==> src/rtl/vdt_pkg.sv <==
`default_nettype none
package vdt_pkg;
    localparam int LINE_W = 11;
    localparam logic [15:0] OFF_TOTAL_ACTIVE = 16'h8340;
    localparam logic [15:0] OFF_BLANK_WINDOW = 16'h8344;
    localparam logic [15:0] OFF_SYNC_WINDOW = 16'h8348;
    localparam logic [15:0] OFF_CONTROL = 16'h8360;
    localparam logic [15:0] OFF_STATUS = 16'h8364;
    localparam int HI_LSB = 16;
    localparam int LO_LSB = 0;
    localparam int CTL_INTERLACE = 0;
    localparam int CTL_ENABLE = 1;
    localparam logic [31:0] RST_TIMING = 32'h0000_0000;
    localparam logic [31:0] FIELD_MASK = 32'h07FF_07FF;
    localparam logic [31:0] CTL_MASK = 32'h0000_0003;
    localparam logic [1:0] RESP_OKAY = 2'h0;
    localparam logic [1:0] RESP_SLVERR = 2'h2;

    typedef struct packed {
        logic [LINE_W-1:0] total;
        logic [LINE_W-1:0] active;
        logic [LINE_W-1:0] blank_start;
        logic [LINE_W-1:0] blank_end;
        logic [LINE_W-1:0] sync_start;
        logic [LINE_W-1:0] sync_end;
        logic interlace;
        logic enable;
    } vdt_cfg_t;

    typedef struct packed {
        logic [LINE_W-1:0] count;
        logic vblank;
        logic vsync;
        logic field;
        logic active;
    } vdt_stat_t;
endpackage
`default_nettype wire

==> src/rtl/vdt_counter.sv <==
`default_nettype none
module vdt_counter #(
    parameter int W = 11
) (
    input wire logic clk,
    input wire logic arst_n,
    input wire logic run,
    input wire logic step,
    input wire logic [W-1:0] total,
    output logic [W-1:0] cnt,
    output logic [W-1:0] cnt_nxt,
    output logic wrap
);
    // Next line number, wrapping after the total
    always_comb begin
        wrap = step && (cnt >= total);
        if (!run) begin
            cnt_nxt = '0;
        end else if (wrap) begin
            cnt_nxt = '0;
        end else if (step) begin
            cnt_nxt = cnt + W'(1);
        end else begin
            cnt_nxt = cnt;
        end
    end

    always_ff @(posedge clk or negedge arst_n) begin
        if (!arst_n) begin
            cnt <= '0;
        end else begin
            cnt <= cnt_nxt;
        end
    end
endmodule // vdt_counter
`default_nettype wire

==> src/rtl/vdt_top.sv <==
// Functional notes
// - Bits 26:16 of the total/active register hold frame lines minus one, blanking and border included.
// - Bits 10:0 of the total/active register hold displayed lines minus one, with no check against the total.
// - Bits 26:16 of the blank window register give the line where blanking ends, minus one.
// - Vertical sync drops at the line given by bits 26:16 of the sync window register plus one.
// - Vertical sync rises at the line given by bits 10:0 of the sync window register plus one.
// - In interlace mode the counter steps twice per line, so sync starts mid-line in alternate fields.
`default_nettype none
module vdt_top
    import vdt_pkg::*;
(
    input wire logic clk,
    input wire logic arst_n,
    input wire logic line_end,
    input wire logic half_line,
    input wire logic [15:0] s_axi_awaddr,
    input wire logic s_axi_awvalid,
    output logic s_axi_awready,
    input wire logic [31:0] s_axi_wdata,
    input wire logic [3:0] s_axi_wstrb,
    input wire logic s_axi_wvalid,
    output logic s_axi_wready,
    output logic [1:0] s_axi_bresp,
    output logic s_axi_bvalid,
    input wire logic s_axi_bready,
    input wire logic [15:0] s_axi_araddr,
    input wire logic s_axi_arvalid,
    output logic s_axi_arready,
    output logic [31:0] s_axi_rdata,
    output logic [1:0] s_axi_rresp,
    output logic s_axi_rvalid,
    input wire logic s_axi_rready,
    output logic vblank_o,
    output logic vsync_o,
    output logic field_o,
    output logic display_active_o
);
    import vdt_pkg::*;

    logic [31:0] total_active_r;
    logic [31:0] blank_window_r;
    logic [31:0] sync_window_r;
    logic [1:0] control_r;
    logic [15:0] aw_addr_r;
    logic aw_held_r;
    logic [31:0] w_data_r;
    logic [3:0] w_strb_r;
    logic w_held_r;
    vdt_cfg_t cfg;
    vdt_stat_t stat;
    logic step;
    logic [LINE_W-1:0] cnt;
    logic [LINE_W-1:0] cnt_nxt;
    logic wrap;
    logic wr_fire;

    // Line after the field; the line after the total is line zero
    function automatic logic line_hit(input logic [LINE_W-1:0] c, input logic [LINE_W-1:0] f,
                                      input logic [LINE_W-1:0] t);
        if (f == t) begin
            line_hit = (c == '0);
        end else begin
            line_hit = (c == f + LINE_W'(1));
        end
    endfunction

    function automatic logic [31:0] merge(input logic [31:0] old, input logic [31:0] d,
                                          input logic [3:0] s, input logic [31:0] m);
        logic [31:0] r;
        r = old;
        for (int i = 0; i < 4; i++) begin
            if (s[i]) begin
                r[8*i +: 8] = d[8*i +: 8];
            end
        end
        merge = r & m;
    endfunction

    assign cfg.total = total_active_r[HI_LSB +: LINE_W];
    assign cfg.active = total_active_r[LO_LSB +: LINE_W];
    assign cfg.blank_start = blank_window_r[LO_LSB +: LINE_W];
    assign cfg.blank_end = blank_window_r[HI_LSB +: LINE_W];
    assign cfg.sync_start = sync_window_r[LO_LSB +: LINE_W];
    assign cfg.sync_end = sync_window_r[HI_LSB +: LINE_W];
    assign cfg.interlace = control_r[CTL_INTERLACE];
    assign cfg.enable = control_r[CTL_ENABLE];

    // Two steps per line when interlaced
    assign step = line_end || (cfg.interlace && half_line);

    vdt_counter #(.W(LINE_W)) u_counter (
        .clk(clk),
        .arst_n(arst_n),
        .run(cfg.enable),
        .step(step),
        .total(cfg.total),
        .cnt(cnt),
        .cnt_nxt(cnt_nxt),
        .wrap(wrap)
    );

    // Blanking window
    always_ff @(posedge clk or negedge arst_n) begin
        if (!arst_n) begin
            vblank_o <= 1'b0;
        end else if (!cfg.enable) begin
            vblank_o <= 1'b0;
        end else if (step && line_hit(cnt_nxt, cfg.blank_end, cfg.total)) begin
            vblank_o <= 1'b0;
        end else if (step && line_hit(cnt_nxt, cfg.blank_start, cfg.total)) begin
            vblank_o <= 1'b1;
        end
    end

    // Sync window
    always_ff @(posedge clk or negedge arst_n) begin
        if (!arst_n) begin
            vsync_o <= 1'b0;
        end else if (!cfg.enable) begin
            vsync_o <= 1'b0;
        end else if (step && line_hit(cnt_nxt, cfg.sync_end, cfg.total)) begin
            vsync_o <= 1'b0;
        end else if (step && line_hit(cnt_nxt, cfg.sync_start, cfg.total)) begin
            vsync_o <= 1'b1;
        end
    end

    // Field toggles each pass when interlaced
    always_ff @(posedge clk or negedge arst_n) begin
        if (!arst_n) begin
            field_o <= 1'b0;
        end else if (!cfg.enable || !cfg.interlace) begin
            field_o <= 1'b0;
        end else if (wrap) begin
            field_o <= ~field_o;
        end
    end

    // Displayed lines run from zero to the active value
    always_ff @(posedge clk or negedge arst_n) begin
        if (!arst_n) begin
            display_active_o <= 1'b0;
        end else begin
            display_active_o <= cfg.enable && (cnt_nxt <= cfg.active);
        end
    end

    assign stat.count = cnt;
    assign stat.vblank = vblank_o;
    assign stat.vsync = vsync_o;
    assign stat.field = field_o;
    assign stat.active = display_active_o;

    // Write address and data captured in either order
    assign wr_fire = aw_held_r && w_held_r && !s_axi_bvalid;

    always_ff @(posedge clk or negedge arst_n) begin
        if (!arst_n) begin
            aw_held_r <= 1'b0;
            aw_addr_r <= '0;
            s_axi_awready <= 1'b0;
        end else begin
            s_axi_awready <= 1'b0;
            if (wr_fire) begin
                aw_held_r <= 1'b0;
            end else if (s_axi_awvalid && s_axi_awready) begin
                aw_held_r <= 1'b1;
                aw_addr_r <= s_axi_awaddr;
            end else if (!aw_held_r && s_axi_awvalid) begin
                s_axi_awready <= 1'b1;
            end
        end
    end

    always_ff @(posedge clk or negedge arst_n) begin
        if (!arst_n) begin
            w_held_r <= 1'b0;
            w_data_r <= '0;
            w_strb_r <= '0;
            s_axi_wready <= 1'b0;
        end else begin
            s_axi_wready <= 1'b0;
            if (wr_fire) begin
                w_held_r <= 1'b0;
            end else if (s_axi_wvalid && s_axi_wready) begin
                w_held_r <= 1'b1;
                w_data_r <= s_axi_wdata;
                w_strb_r <= s_axi_wstrb;
            end else if (!w_held_r && s_axi_wvalid) begin
                s_axi_wready <= 1'b1;
            end
        end
    end

    // Register writes and write response
    always_ff @(posedge clk or negedge arst_n) begin
        if (!arst_n) begin
            total_active_r <= RST_TIMING;
            blank_window_r <= RST_TIMING;
            sync_window_r <= RST_TIMING;
            control_r <= '0;
            s_axi_bvalid <= 1'b0;
            s_axi_bresp <= RESP_OKAY;
        end else if (wr_fire) begin
            s_axi_bvalid <= 1'b1;
            s_axi_bresp <= RESP_OKAY;
            case (aw_addr_r & 16'hFFFC)
                OFF_TOTAL_ACTIVE: total_active_r <= merge(total_active_r, w_data_r, w_strb_r, FIELD_MASK);
                OFF_BLANK_WINDOW: blank_window_r <= merge(blank_window_r, w_data_r, w_strb_r, FIELD_MASK);
                OFF_SYNC_WINDOW: sync_window_r <= merge(sync_window_r, w_data_r, w_strb_r, FIELD_MASK);
                OFF_CONTROL: control_r <= 2'(merge({30'h0, control_r}, w_data_r, w_strb_r, CTL_MASK));
                OFF_STATUS: s_axi_bresp <= RESP_OKAY;
                default: s_axi_bresp <= RESP_SLVERR;
            endcase
        end else if (s_axi_bvalid && s_axi_bready) begin
            s_axi_bvalid <= 1'b0;
        end
    end

    // Read channel
    always_ff @(posedge clk or negedge arst_n) begin
        if (!arst_n) begin
            s_axi_arready <= 1'b0;
            s_axi_rvalid <= 1'b0;
            s_axi_rdata <= '0;
            s_axi_rresp <= RESP_OKAY;
        end else begin
            s_axi_arready <= 1'b0;
            if (s_axi_rvalid) begin
                if (s_axi_rready) begin
                    s_axi_rvalid <= 1'b0;
                end
            end else if (s_axi_arvalid && s_axi_arready) begin
                s_axi_rvalid <= 1'b1;
                s_axi_rresp <= RESP_OKAY;
                case (s_axi_araddr & 16'hFFFC)
                    OFF_TOTAL_ACTIVE: s_axi_rdata <= total_active_r;
                    OFF_BLANK_WINDOW: s_axi_rdata <= blank_window_r;
                    OFF_SYNC_WINDOW: s_axi_rdata <= sync_window_r;
                    OFF_CONTROL: s_axi_rdata <= {30'h0, control_r};
                    OFF_STATUS: s_axi_rdata <= {17'h0, stat};
                    default: begin
                        s_axi_rdata <= '0;
                        s_axi_rresp <= RESP_SLVERR;
                    end
                endcase
            end else if (s_axi_arvalid) begin
                s_axi_arready <= 1'b1;
            end
        end
    end
endmodule // vdt_top
`default_nettype wire
==> config.mk <==
export PLATFORM = sky130hd
export DESIGN_NAME = vdt_top
export DESIGN_NICKNAME = d
export VERILOG_FILES = /design/src/rtl/vdt_pkg.sv /design/src/rtl/vdt_counter.sv /design/src/rtl/vdt_top.sv
export SDC_FILE = /design/constraint.sdc
export NUM_CORES = 1
export LEC_CHECK = 0
export BUFFER_PORTS_ARGS = -buffer_cell sky130_fd_sc_hd__buf_4
export CAP_MARGIN = 20
export CORE_MARGIN = 2
export CORE_UTILIZATION = 42
export CTS_CLUSTER_DIAMETER = 120
export DETAILED_ROUTE_END_ITERATION = 10
export PLACE_DENSITY_LB_ADDON = 0.12
export SYNTH_ARGS = -nofsm -noshare
export SYNTH_HDL_FRONTEND = slang
export SYNTH_HIERARCHICAL = 1
export SYNTH_SLANG_ARGS = --single-unit
export TNS_END_PERCENT = 100
==> constraint.sdc <==
create_clock -name clk -period 4.7 [get_ports clk]
set_clock_uncertainty 0.15 [all_clocks]
set_input_delay 0.47 -clock clk [delete_from_list [all_inputs] [get_ports clk]]
set_output_delay 0.47 -clock clk [all_outputs]
set_load 0.02 [all_outputs]
# Word-level counts from Yosys, hierarchy flattened
# Cells that the tools add are included.
# totals
in_bits,77
regBits,173
word_cells,148
out_inout_bits,45
# op_classes
bitwise,3
magnitude_cmp,2
eq_ne,20
reduce_logical,45
add_sub_neg,5
n_mux,42
# op_table
cell,count
"14-bit equality test, second input constant",10
27-bit one-hot mux with 5 select lines,1
11-bit equality test,8
"11-bit by 1-bit adder with 11-bit output, second input constant",5
3-bit AND reduction,13
1-bit 2-to-1 mux,36
11-bit 2-to-1 mux,3
1-bit logical AND,15
11-bit greater-or-equal comparator,1
11-bit less-or-equal comparator,1
11-bit logical NOT,1
5-bit OR reduction,2
2-bit nonzero test,4
"3-bit by 1-bit inequality test with 1-bit output, second input constant",2
2-bit AND reduction,3
1-bit logical NOT,5
2-bit 2-to-1 mux,2
1-bit inverter,3
1-bit logical OR,2

# Logic depth before layout (Yosys ltp)
# Gate-level depths: netlist (run 1).
# depth
word_depth,15
mapped_depth,16
ltp_nobuf,15

# Cells and area by module
# The synthesis (run 1) kept the hierarchy.
# by_module_without_submodules
mod,n_inst,area_each_um2,seq_area_each_um2,cells_per_inst
vdt_top,1,8465.6,3678.5,806
vdt_counter,1,885.8,275.3,94

# Worst setup path after synthesis (run 1)
# No wires, ideal clock.
# synth_timing
path_type,reg2reg
startpoint,register u_counter.cnt[2]
endpoint,register vsync_o
arrival_time_ns,3.012
path_slack_ns,1.451
path_stages_with_launch,14
path_buffers,1
setup_ns,0.087
synth_period_minus_slack_ns,3.249
required_ns,4.463
path_cell_list,dfrtp_1 ha_1 a21oi_1 o21ai_0 a21oi_2 o211ai_1 a21boi_0 clkbuf_1 nor2b_1 o21ai_0 o311ai_0 nand4_1 or4_1 a22oi_1
# synth_via
elab_chain_len,10
word_cells_on_any_way,19
classes_between,1 x add/sub; 1 x order compare; 3 x eq/ne; 10 x mux; 4 x reduce/logical
# synth_lines
item,line,source
from (decl),vdt_counter.sv:10,"output logic [W-1:0] cnt,"
from (signal assigned),vdt_counter.sv:32,cnt <= cnt_nxt;
11-bit by 1-bit adder with 11-bit output / 11-bit greater-or-equal comparator (equally long branches),"vdt_counter.sv:22, vdt_counter.sv:16",
11-bit 2-to-1 mux / 1-bit logical AND (equally long branches),"vdt_counter.sv:21, vdt_counter.sv:16",
11-bit 2-to-1 mux *,vdt_counter.sv:19,end else if (wrap) begin
11-bit 2-to-1 mux *,vdt_counter.sv:17,if (!run) begin
via cnt_nxt[2],vdt_top.sv:53,logic [LINE_W-1:0] cnt_nxt;
11-bit equality test / 11-bit logical NOT (equally long branches),"vdt_top.sv:63, vdt_top.sv:61",
1-bit 2-to-1 mux,vdt_top.sv:60,if (f == t) begin
"1-bit 2-to-1 mux, on equally long branches","vdt_top.sv:121, vdt_top.sv:119",
1-bit 2-to-1 mux / 1-bit logical AND (equally long branches),"vdt_top.sv:119, vdt_top.sv:121",
1-bit logical AND / 1-bit 2-to-1 mux (equally long branches),"vdt_top.sv:123, vdt_top.sv:121",
3-bit by 1-bit inequality test with 1-bit output (no line) / 1-bit 2-to-1 mux (equally long branches),n/a,
to (signal assigned),vdt_top.sv:120,vsync_o <= 1'b0;
to (signal assigned),vdt_top.sv:122,vsync_o <= 1'b0;
to (signal assigned),vdt_top.sv:124,vsync_o <= 1'b1;
to (decl),vdt_top.sv:34,"output logic vsync_o,"
# The timed path passes the listed nets; every way through them passes the cells marked *. The select of a mux whose other input is x is not followed.
# A chain may end at the register's enable or synchronous reset.

# Worst setup path in the final report (run 1)
# layout_timing
startpoint,register u_counter.cnt[0]
endpoint,register vblank_o
# layout_via
elab_chain_len,10
word_cells_on_any_way,19
classes_between,1 x add/sub; 1 x order compare; 3 x eq/ne; 10 x mux; 4 x reduce/logical
# layout_lines
item,line,source
11-bit greater-or-equal comparator *,vdt_counter.sv:16,wrap = step && (cnt >= total);
1-bit logical AND *,vdt_counter.sv:16,
via wrap,vdt_top.sv:54,logic wrap;
11-bit 2-to-1 mux *,vdt_counter.sv:19,
11-bit 2-to-1 mux *,vdt_counter.sv:17,
via cnt_nxt[3],vdt_top.sv:53,
11-bit equality test / 11-bit logical NOT (equally long branches),"vdt_top.sv:63, vdt_top.sv:61",
1-bit 2-to-1 mux,vdt_top.sv:60,
"1-bit 2-to-1 mux, on equally long branches","vdt_top.sv:108, vdt_top.sv:106",
1-bit 2-to-1 mux / 1-bit logical AND (equally long branches),"vdt_top.sv:106, vdt_top.sv:108",
1-bit logical AND / 1-bit 2-to-1 mux (equally long branches),"vdt_top.sv:110, vdt_top.sv:108",
3-bit by 1-bit inequality test with 1-bit output (no line) / 1-bit 2-to-1 mux (equally long branches),n/a,
to (signal assigned),vdt_top.sv:107,vblank_o <= 1'b0;
to (signal assigned),vdt_top.sv:109,vblank_o <= 1'b0;
to (signal assigned),vdt_top.sv:111,vblank_o <= 1'b1;
to (decl),vdt_top.sv:33,"output logic vblank_o,"
# Marked as above.

==> flow_summary.ini, run 1 <==
[floorplan]
num_io_pins = 122
dieArea_sq_um = 23500
die_y_um = 153
fp.dieW_um = 153
core_area_sq_um = 21800
start_util = 0.429
row_count = 54

[global_routing]
grt_pass1_wl_mm = 41.6
grt-ovfl-total = 0
grt_start_max_net_pins = 98
antenna_found_initial = 0
grt_pass1_vias = 7133
track_usage = 0.229

[synth]
netlist_top_cells_area = dfrtp_1, mux2_2, xor2_1
yosys_register_bits = 158
async_reset_ff_frac = 1.00
synth-edff-count = 0
synthCells = 900
yosysUniqueCellTypes = 69
syn-cell-area_sq_um = 9350
yosysTopAreaCell = dfrtp_1
ys_seq_area_frac = 0.423
ys_warn_count = 6
synthSimpleGateAreaFrac = 0.149
synth_top_family_by_area = multiplexers
synthXorXnorAreaFrac = 0.101
syn_area_per_cell_sq_um = 10.4
netlist.area_leader.share = 0.423
synth-adder-area-share = 0.0361
synthMuxAreaShare = 0.150
yosysMostFrequentCell = dfrtp_1
synth_flop_cell = dfrtp_1
synthTopCellsByCount = dfrtp_1, mux2_2, nand2_1
synth-compound-area-share = 0.0930

[sta]
period_needed_ns = 3.97
drv_slew = 0
setup_ws_ns = 0.735
worst-slew-pin-transition_ns = 0.894
fmax_mhz = 252
fin_crit_sh = 0.844
setup_viol = 0
rsz0062_at_grt = no
slew_headroom = 0.404
whs_ns = -0.0204
finalHoldViolations = 25
fin_setup_tns_ns = 0

[clock_tree]
ctsResizeCount = 0
postCtsHoldBufs = 0
numClockSinks = 158
clock_latency_ns = 0.44
root_buffer = clkbuf_16
clk_pin_slew_worst_paths_ns = 0.07
cts_buffers = 17
cts_tree = built
h-tree-depth = 4
clk_path_buf_depth = 2
post_cts_buffers = 0

[critical_path]
crit_path_max_incr_delay_ns = 0.55
r2r_cells = 14
path_delay_family = compound AO/OA/AOI/OAI gates
critPathSlowestCell = nor3b_1
r2r-start = u_counter/cnt[0]
path_class = reg -> reg
end_kind = flop
cp_cell_sequence = inv_1 > ha_1 > nor2b_1 > o21ai_0 > a21oi_2 > a21boi_4 > nor3b_1 > buf_4 > xor2_1 > xnor2_1 > nor3_1 > nand4b_1 > a2111oi_0 > o211a_1
ff2ff_setup_slack_ns = 0.73
cp.required_ns = 4.92
reg2reg_to = vblank_o
cp_max_fo = 9
startpoint_type = flop
worst-path-buf-inv = 2
cp.arrival_ns = 4.19

[status]
violations = hold timing
status = complete, but fails checks

[cells_and_area]
syn_to_final_growth_pct = 17.8
layout-drive-gt1-share = 0.307
final_cells = 1279
nNetsFinal = 1090
diodes = 0

[power]
peakVddDrop_v = 0.000227
totalPowerFinal_uw = 3630
powerDensity_nw_per_um2 = 329
p_leak_uw = 0.00508

[route]
post_drt_wl_per_cell_um = 20.1
wirelength_mm = 25.7
num_vias = 7137
drc = 0
dr.first_iter.drc_count = 572
firstDrtPassIters = 6
vias_per_cell = 5.58
ant_nets = 0

[placement]
gp_congestion = 0.928
dp.cells = 1246
io_buffers = 99
place_ws_ns = 0.703
hpwl_mm = 18.5

[flow_run]
drv_cap = 0

[hold_path]
hold_class = in -> async
-- cell families (layout without fill, tap and decap cells) --
| group | count (synthesis) | after routing |
|---|---|---|
| DFF | 158 | 158 |
| xor gates and xnor gates | 106 | 106 |
| muxes | 123 | 123 |
| AOI/OAI and AO/OA | 133 | 133 |
| other | 1 | 8 |
| buffers and inverters | 104 | 196 |
| adders and majority gates | 27 | 27 |
| and+or+nand+nor | 248 | 248 |
-- placed cells by master (no fill, tap or decap), types with 4 or more instances in the layout --
cell type and count:
nor4b_1 4, and3_1 5, nor4_2 4, nand2b_1 5, nor4_1 12, nor3_1 18
nand4_1 15, a21oi_1 18, a22oi_1 13, nand3_1 29, o211ai_1 4, nand2_1 74
and4_1 4, clkbuf_16 17, conb_1 8, a222oi_1 9, nor2_2 5, nor2_1 21
buf_4 130, inv_6 5, a21boi_0 6, mux2_2 119, dfrtp_1 158, inv_1 32
xnor2_1 48, xor2_1 57, ha_1 27, o311ai_0 4, o21ai_0 55, nor3b_1 14
nor2b_1 13
-- layer usage --
| metal | GRT usage | part of all wire | vias up |
|---|---|---|---|
| li1 | - | - | 3351 |
| met1 | 0.336 | 0.47 | 3483 |
| met2 | 0.339 | 0.44 | 267 |
| met3 | 0.0456 | 0.069 | 36 |
| met4 | 0.0719 | 0.022 | 0 |
| met5 | 0 | 0 | - |
-- power by group --
| part | internal, uW | switching, uW |
|---|---|---|
| sequential | 1560 | 187 |
| combinational | 258 | 190 |
| clock | 801 | 631 |
| total | 2620 | 1010 |
-- flip-flops by register name, summed over array words and instances, names as in the netlist, 2 cells and up --
register	cells
blank_window_r	22
s_axi_rdata	26
control_r	2
aw_addr_r	14
total_active_r	22
sync_window_r	22
w_strb_r	4
w_data_r	22
u_counter/cnt	11
-- worst max path at each step --
stage	from	to	slack, ns	cells after the start
floorplan	u_counter/cnt[2]	vsync_o	1.45	13
global placement	half_line	vblank_o	0.78	12
global route	u_counter/cnt[2]	vblank_o	0.41	13
detailed placement	half_line	vblank_o	0.70	12
finish	u_counter/cnt[0]	vblank_o	0.73	14
CTS	u_counter/cnt[0]	vblank_o	0.75	14
-- area by class of cell --
type                    instances  area [sq um]
clock inverters                15           174
clock buffers                  17           425
multi-input cells             645          4990
flip-flops and latches        158          3950
fillers                      2050         10800
repair buffers                132           998
well taps                     280           350
inverters                      32           120
-- through the flow --
step,hold slack [ns],util,cell area [sq um]
3_3_place_gp,0.294,0.476,10400
4_1_cts,0.0171,0.504,11000
3_5_place_dp,0.299,0.477,10400
5_1_grt,0.0335,0.505,11000
6_report,-0.0204,0.505,11000
2_1_floorplan,0.0244,-,9380
Power figures use the tool's default switching activity.
==> run 2, diff against run 1 <==
ABC_AREA = 1   (was not set)
clock period = 3.5 ns   (was 4.7 ns; I/O delays follow)
==> flow_summary.ini, run 2 <==
[sta]
worst-slew-pin-transition_ns = 0.884
slew_headroom = 0.408
setup_ws_ns = 0.285
period_needed_ns = 3.21
finalHoldViolations = 0
rsz0062_at_grt = no
whs_ns = 0.0141
setup_viol = 0
fmax_mhz = 311
fin_crit_sh = 0.919
fin_setup_tns_ns = 0
drv_slew = 0

[placement]
hpwl_mm = 22.2
dp.cells = 1729
placed_area_sq_um = 11100
place_ws_ns = 0.346
gp_congestion = 0.960
io_buffers = 99

[critical_path]
cp_max_fo = 10
r2r-start = total_active_r[26]
startpoint_type = flop
reg2reg_to = vsync_o
cp.arrival_ns = 3.39
ff2ff_setup_slack_ns = 0.29
cp.required_ns = 3.68
end_kind = flop
path_class = reg -> reg
r2r_cells = 21

[cells_and_area]
multi_input_area_sq_um = 5060
seq_area_sq_um = 3950
largest_reg_flops = 26
layout_commonest_cell = nand2_1
fin_area_sq_um = 12000
syn_to_final_growth_pct = 21.3
nNetsFinal = 1564
final_cells = 1792
fill_cells = 2316
regMostFlops = s_axi_rdata
diodes = 0
layout-drive-gt1-share = 0.183
mostFrequentLayoutCells = nand2_1, dfrtp_1, inv_1

[route]
post_drt_wl_per_cell_um = 16.3
dr.first_iter.drc_count = 701
ant_nets = 0
firstDrtPassIters = 6
num_vias = 8946
wirelength_mm = 29.2
drc = 0
vias_per_cell = 4.99

[global_routing]
antenna_found_initial = 0
track_usage = 0.243
grt_pass1_vias = 8313
grt_pass1_wl_mm = 46.1
grt_start_max_net_pins = 60
grt-ovfl-total = 0

[clock_tree]
numClockSinks = 158
clock_latency_ns = 0.44
h-tree-depth = 4
clk_pin_slew_worst_paths_ns = 0.07
ctsResizeCount = 0
clk_path_buf_depth = 2
cts_buffers = 17
cts_tree = built
root_buffer = clkbuf_16

[synth]
yosysMostFrequentCell = nand2_1
ys_seq_area_frac = 0.398
syn-cell-area_sq_um = 9930
synth-edff-count = 0
async_reset_ff_frac = 1.00
synth_flop_cell = dfrtp_1
netlist_top_cells_area = dfrtp_1, nand2_1, inv_1
synthTopCellsByCount = nand2_1, dfrtp_1, inv_1
yosys_register_bits = 158
syn_area_per_cell_sq_um = 7.51
netlist.area_leader.share = 0.398
synthCells = 1322
ys_warn_count = 6
yosysUniqueCellTypes = 50
yosysTopAreaCell = dfrtp_1

[power]
p_leak_uw = 0.00610
powerDensity_nw_per_um2 = 418
peakVddDrop_v = 0.000302

[floorplan]
start_util = 0.426
num_io_pins = 122
core_area_sq_um = 23300
fp.dieW_um = 158
dieArea_sq_um = 24900
row_count = 56
die_y_um = 158

[hold_path]
hp-start = s_axi_wdata[6]
whs_endpoint = w_data_r[6]
hold_class = in -> reg
hold_path_depth = 3

[status]
status = complete, no violations

[flow_run]
drv_cap = 0
==> run 2: cell types whose count changed after synthesis, moves of 13 or more <==
cell / delta
a22oi_1: -13
mux2_2: -109
o21ai_2: +40
xnor2_1: -29
nand2_1: +339
clkbuf_1: -28
nor2_1: +83
inv_1: +121
a21oi_1: +33
o21ai_0: -16
nand3_1: +42
xor2_1: -19
==> run 2: per-layer routing <==
metal | vias to the layer above | share of wire | global-route usage
met4 | 0 | 0.026 | 0.0861
met3 | 41 | 0.064 | 0.0375
met1 | 4148 | 0.47 | 0.345
li1 | 4483 | - | -
met2 | 274 | 0.44 | 0.377
met5 | - | 0 | 0
==> run 2: where the power goes <==
part           internal, uW  total, uW  leakage (uW)  switching (uW)
Sequential             2080       2190       0.00207             113
Clock                  1150       2010      0.000301             858
Combinational           290        829       0.00372             539
==> run 2: worst max path at each step <==
stage                     slack (ns)  endpoint  depth (start not counted)                from
final                           0.29   vsync_o                         21  total_active_r[26]
after global routing            0.08   vsync_o                         21  total_active_r[26]
after CTS                       0.33   vsync_o                         21  total_active_r[26]
after detailed placement        0.35   vsync_o                         21  total_active_r[26]
after global placement          0.36   vsync_o                         21  total_active_r[26]
after floorplan                 0.85   vsync_o                         21  total_active_r[24]
==> run 2: final cells by class <==
| type | count | share of cell area |
|---|---|---|
| flip-flops and latches | 158 | 0.328 |
| repair buffers | 174 | 0.118 |
| inverters | 157 | 0.0490 |
| clock inverters | 15 | 0.0163 |
| multi-input cells | 952 | 0.420 |
| well taps | 319 | 0.0331 |
| clock buffers | 17 | 0.0353 |
==> run 2: what timing repair did <==
action	CTS	global route
hold buffers	31	0
setup buffers	0	0
endpoints found under the hold margin	61	0
==> run 2: metrics by stage <==
step                      power (uW)   util
after floorplan                 2760      -
after global placement          3020  0.476
after detailed placement        3040  0.476
after CTS                       5090  0.516
after global routing            5300  0.516
final                           5030  0.516
==> run 2: worst max-delay path: stages, from the launching register on <==
cell and delay [ns]:
dfrtp_1 0.43, inv_1 0.08, ha_1 0.31, nand2_1 0.10, inv_1 0.04, nand2_1 0.06, nand2_1 0.06, nor2_2 0.14
nand3_2 0.28, buf_4 0.26, a21oi_2 0.13, buf_4 0.21, xnor2_1 0.16, inv_1 0.06, nand2_1 0.06, nand2_1 0.05
nor3_1 0.19, nand2_1 0.11, nand2_1 0.07, nand2_1 0.05, nand2_1 0.06, a21oi_1 0.05
==> run 2: kinds of logic after synthesis <==
kind of cell	after synthesis	synth area share
AND/OR/NAND/NOR	670	0.292
multiplexers	10	0.0113
buffers and inverters	219	0.0955
XOR/XNOR	57	0.0503
flip-flops	158	0.398
other	1	0.000378
adder cells (fa/ha/maj)	27	0.0340
AO/OA/AOI/OAI	180	0.119
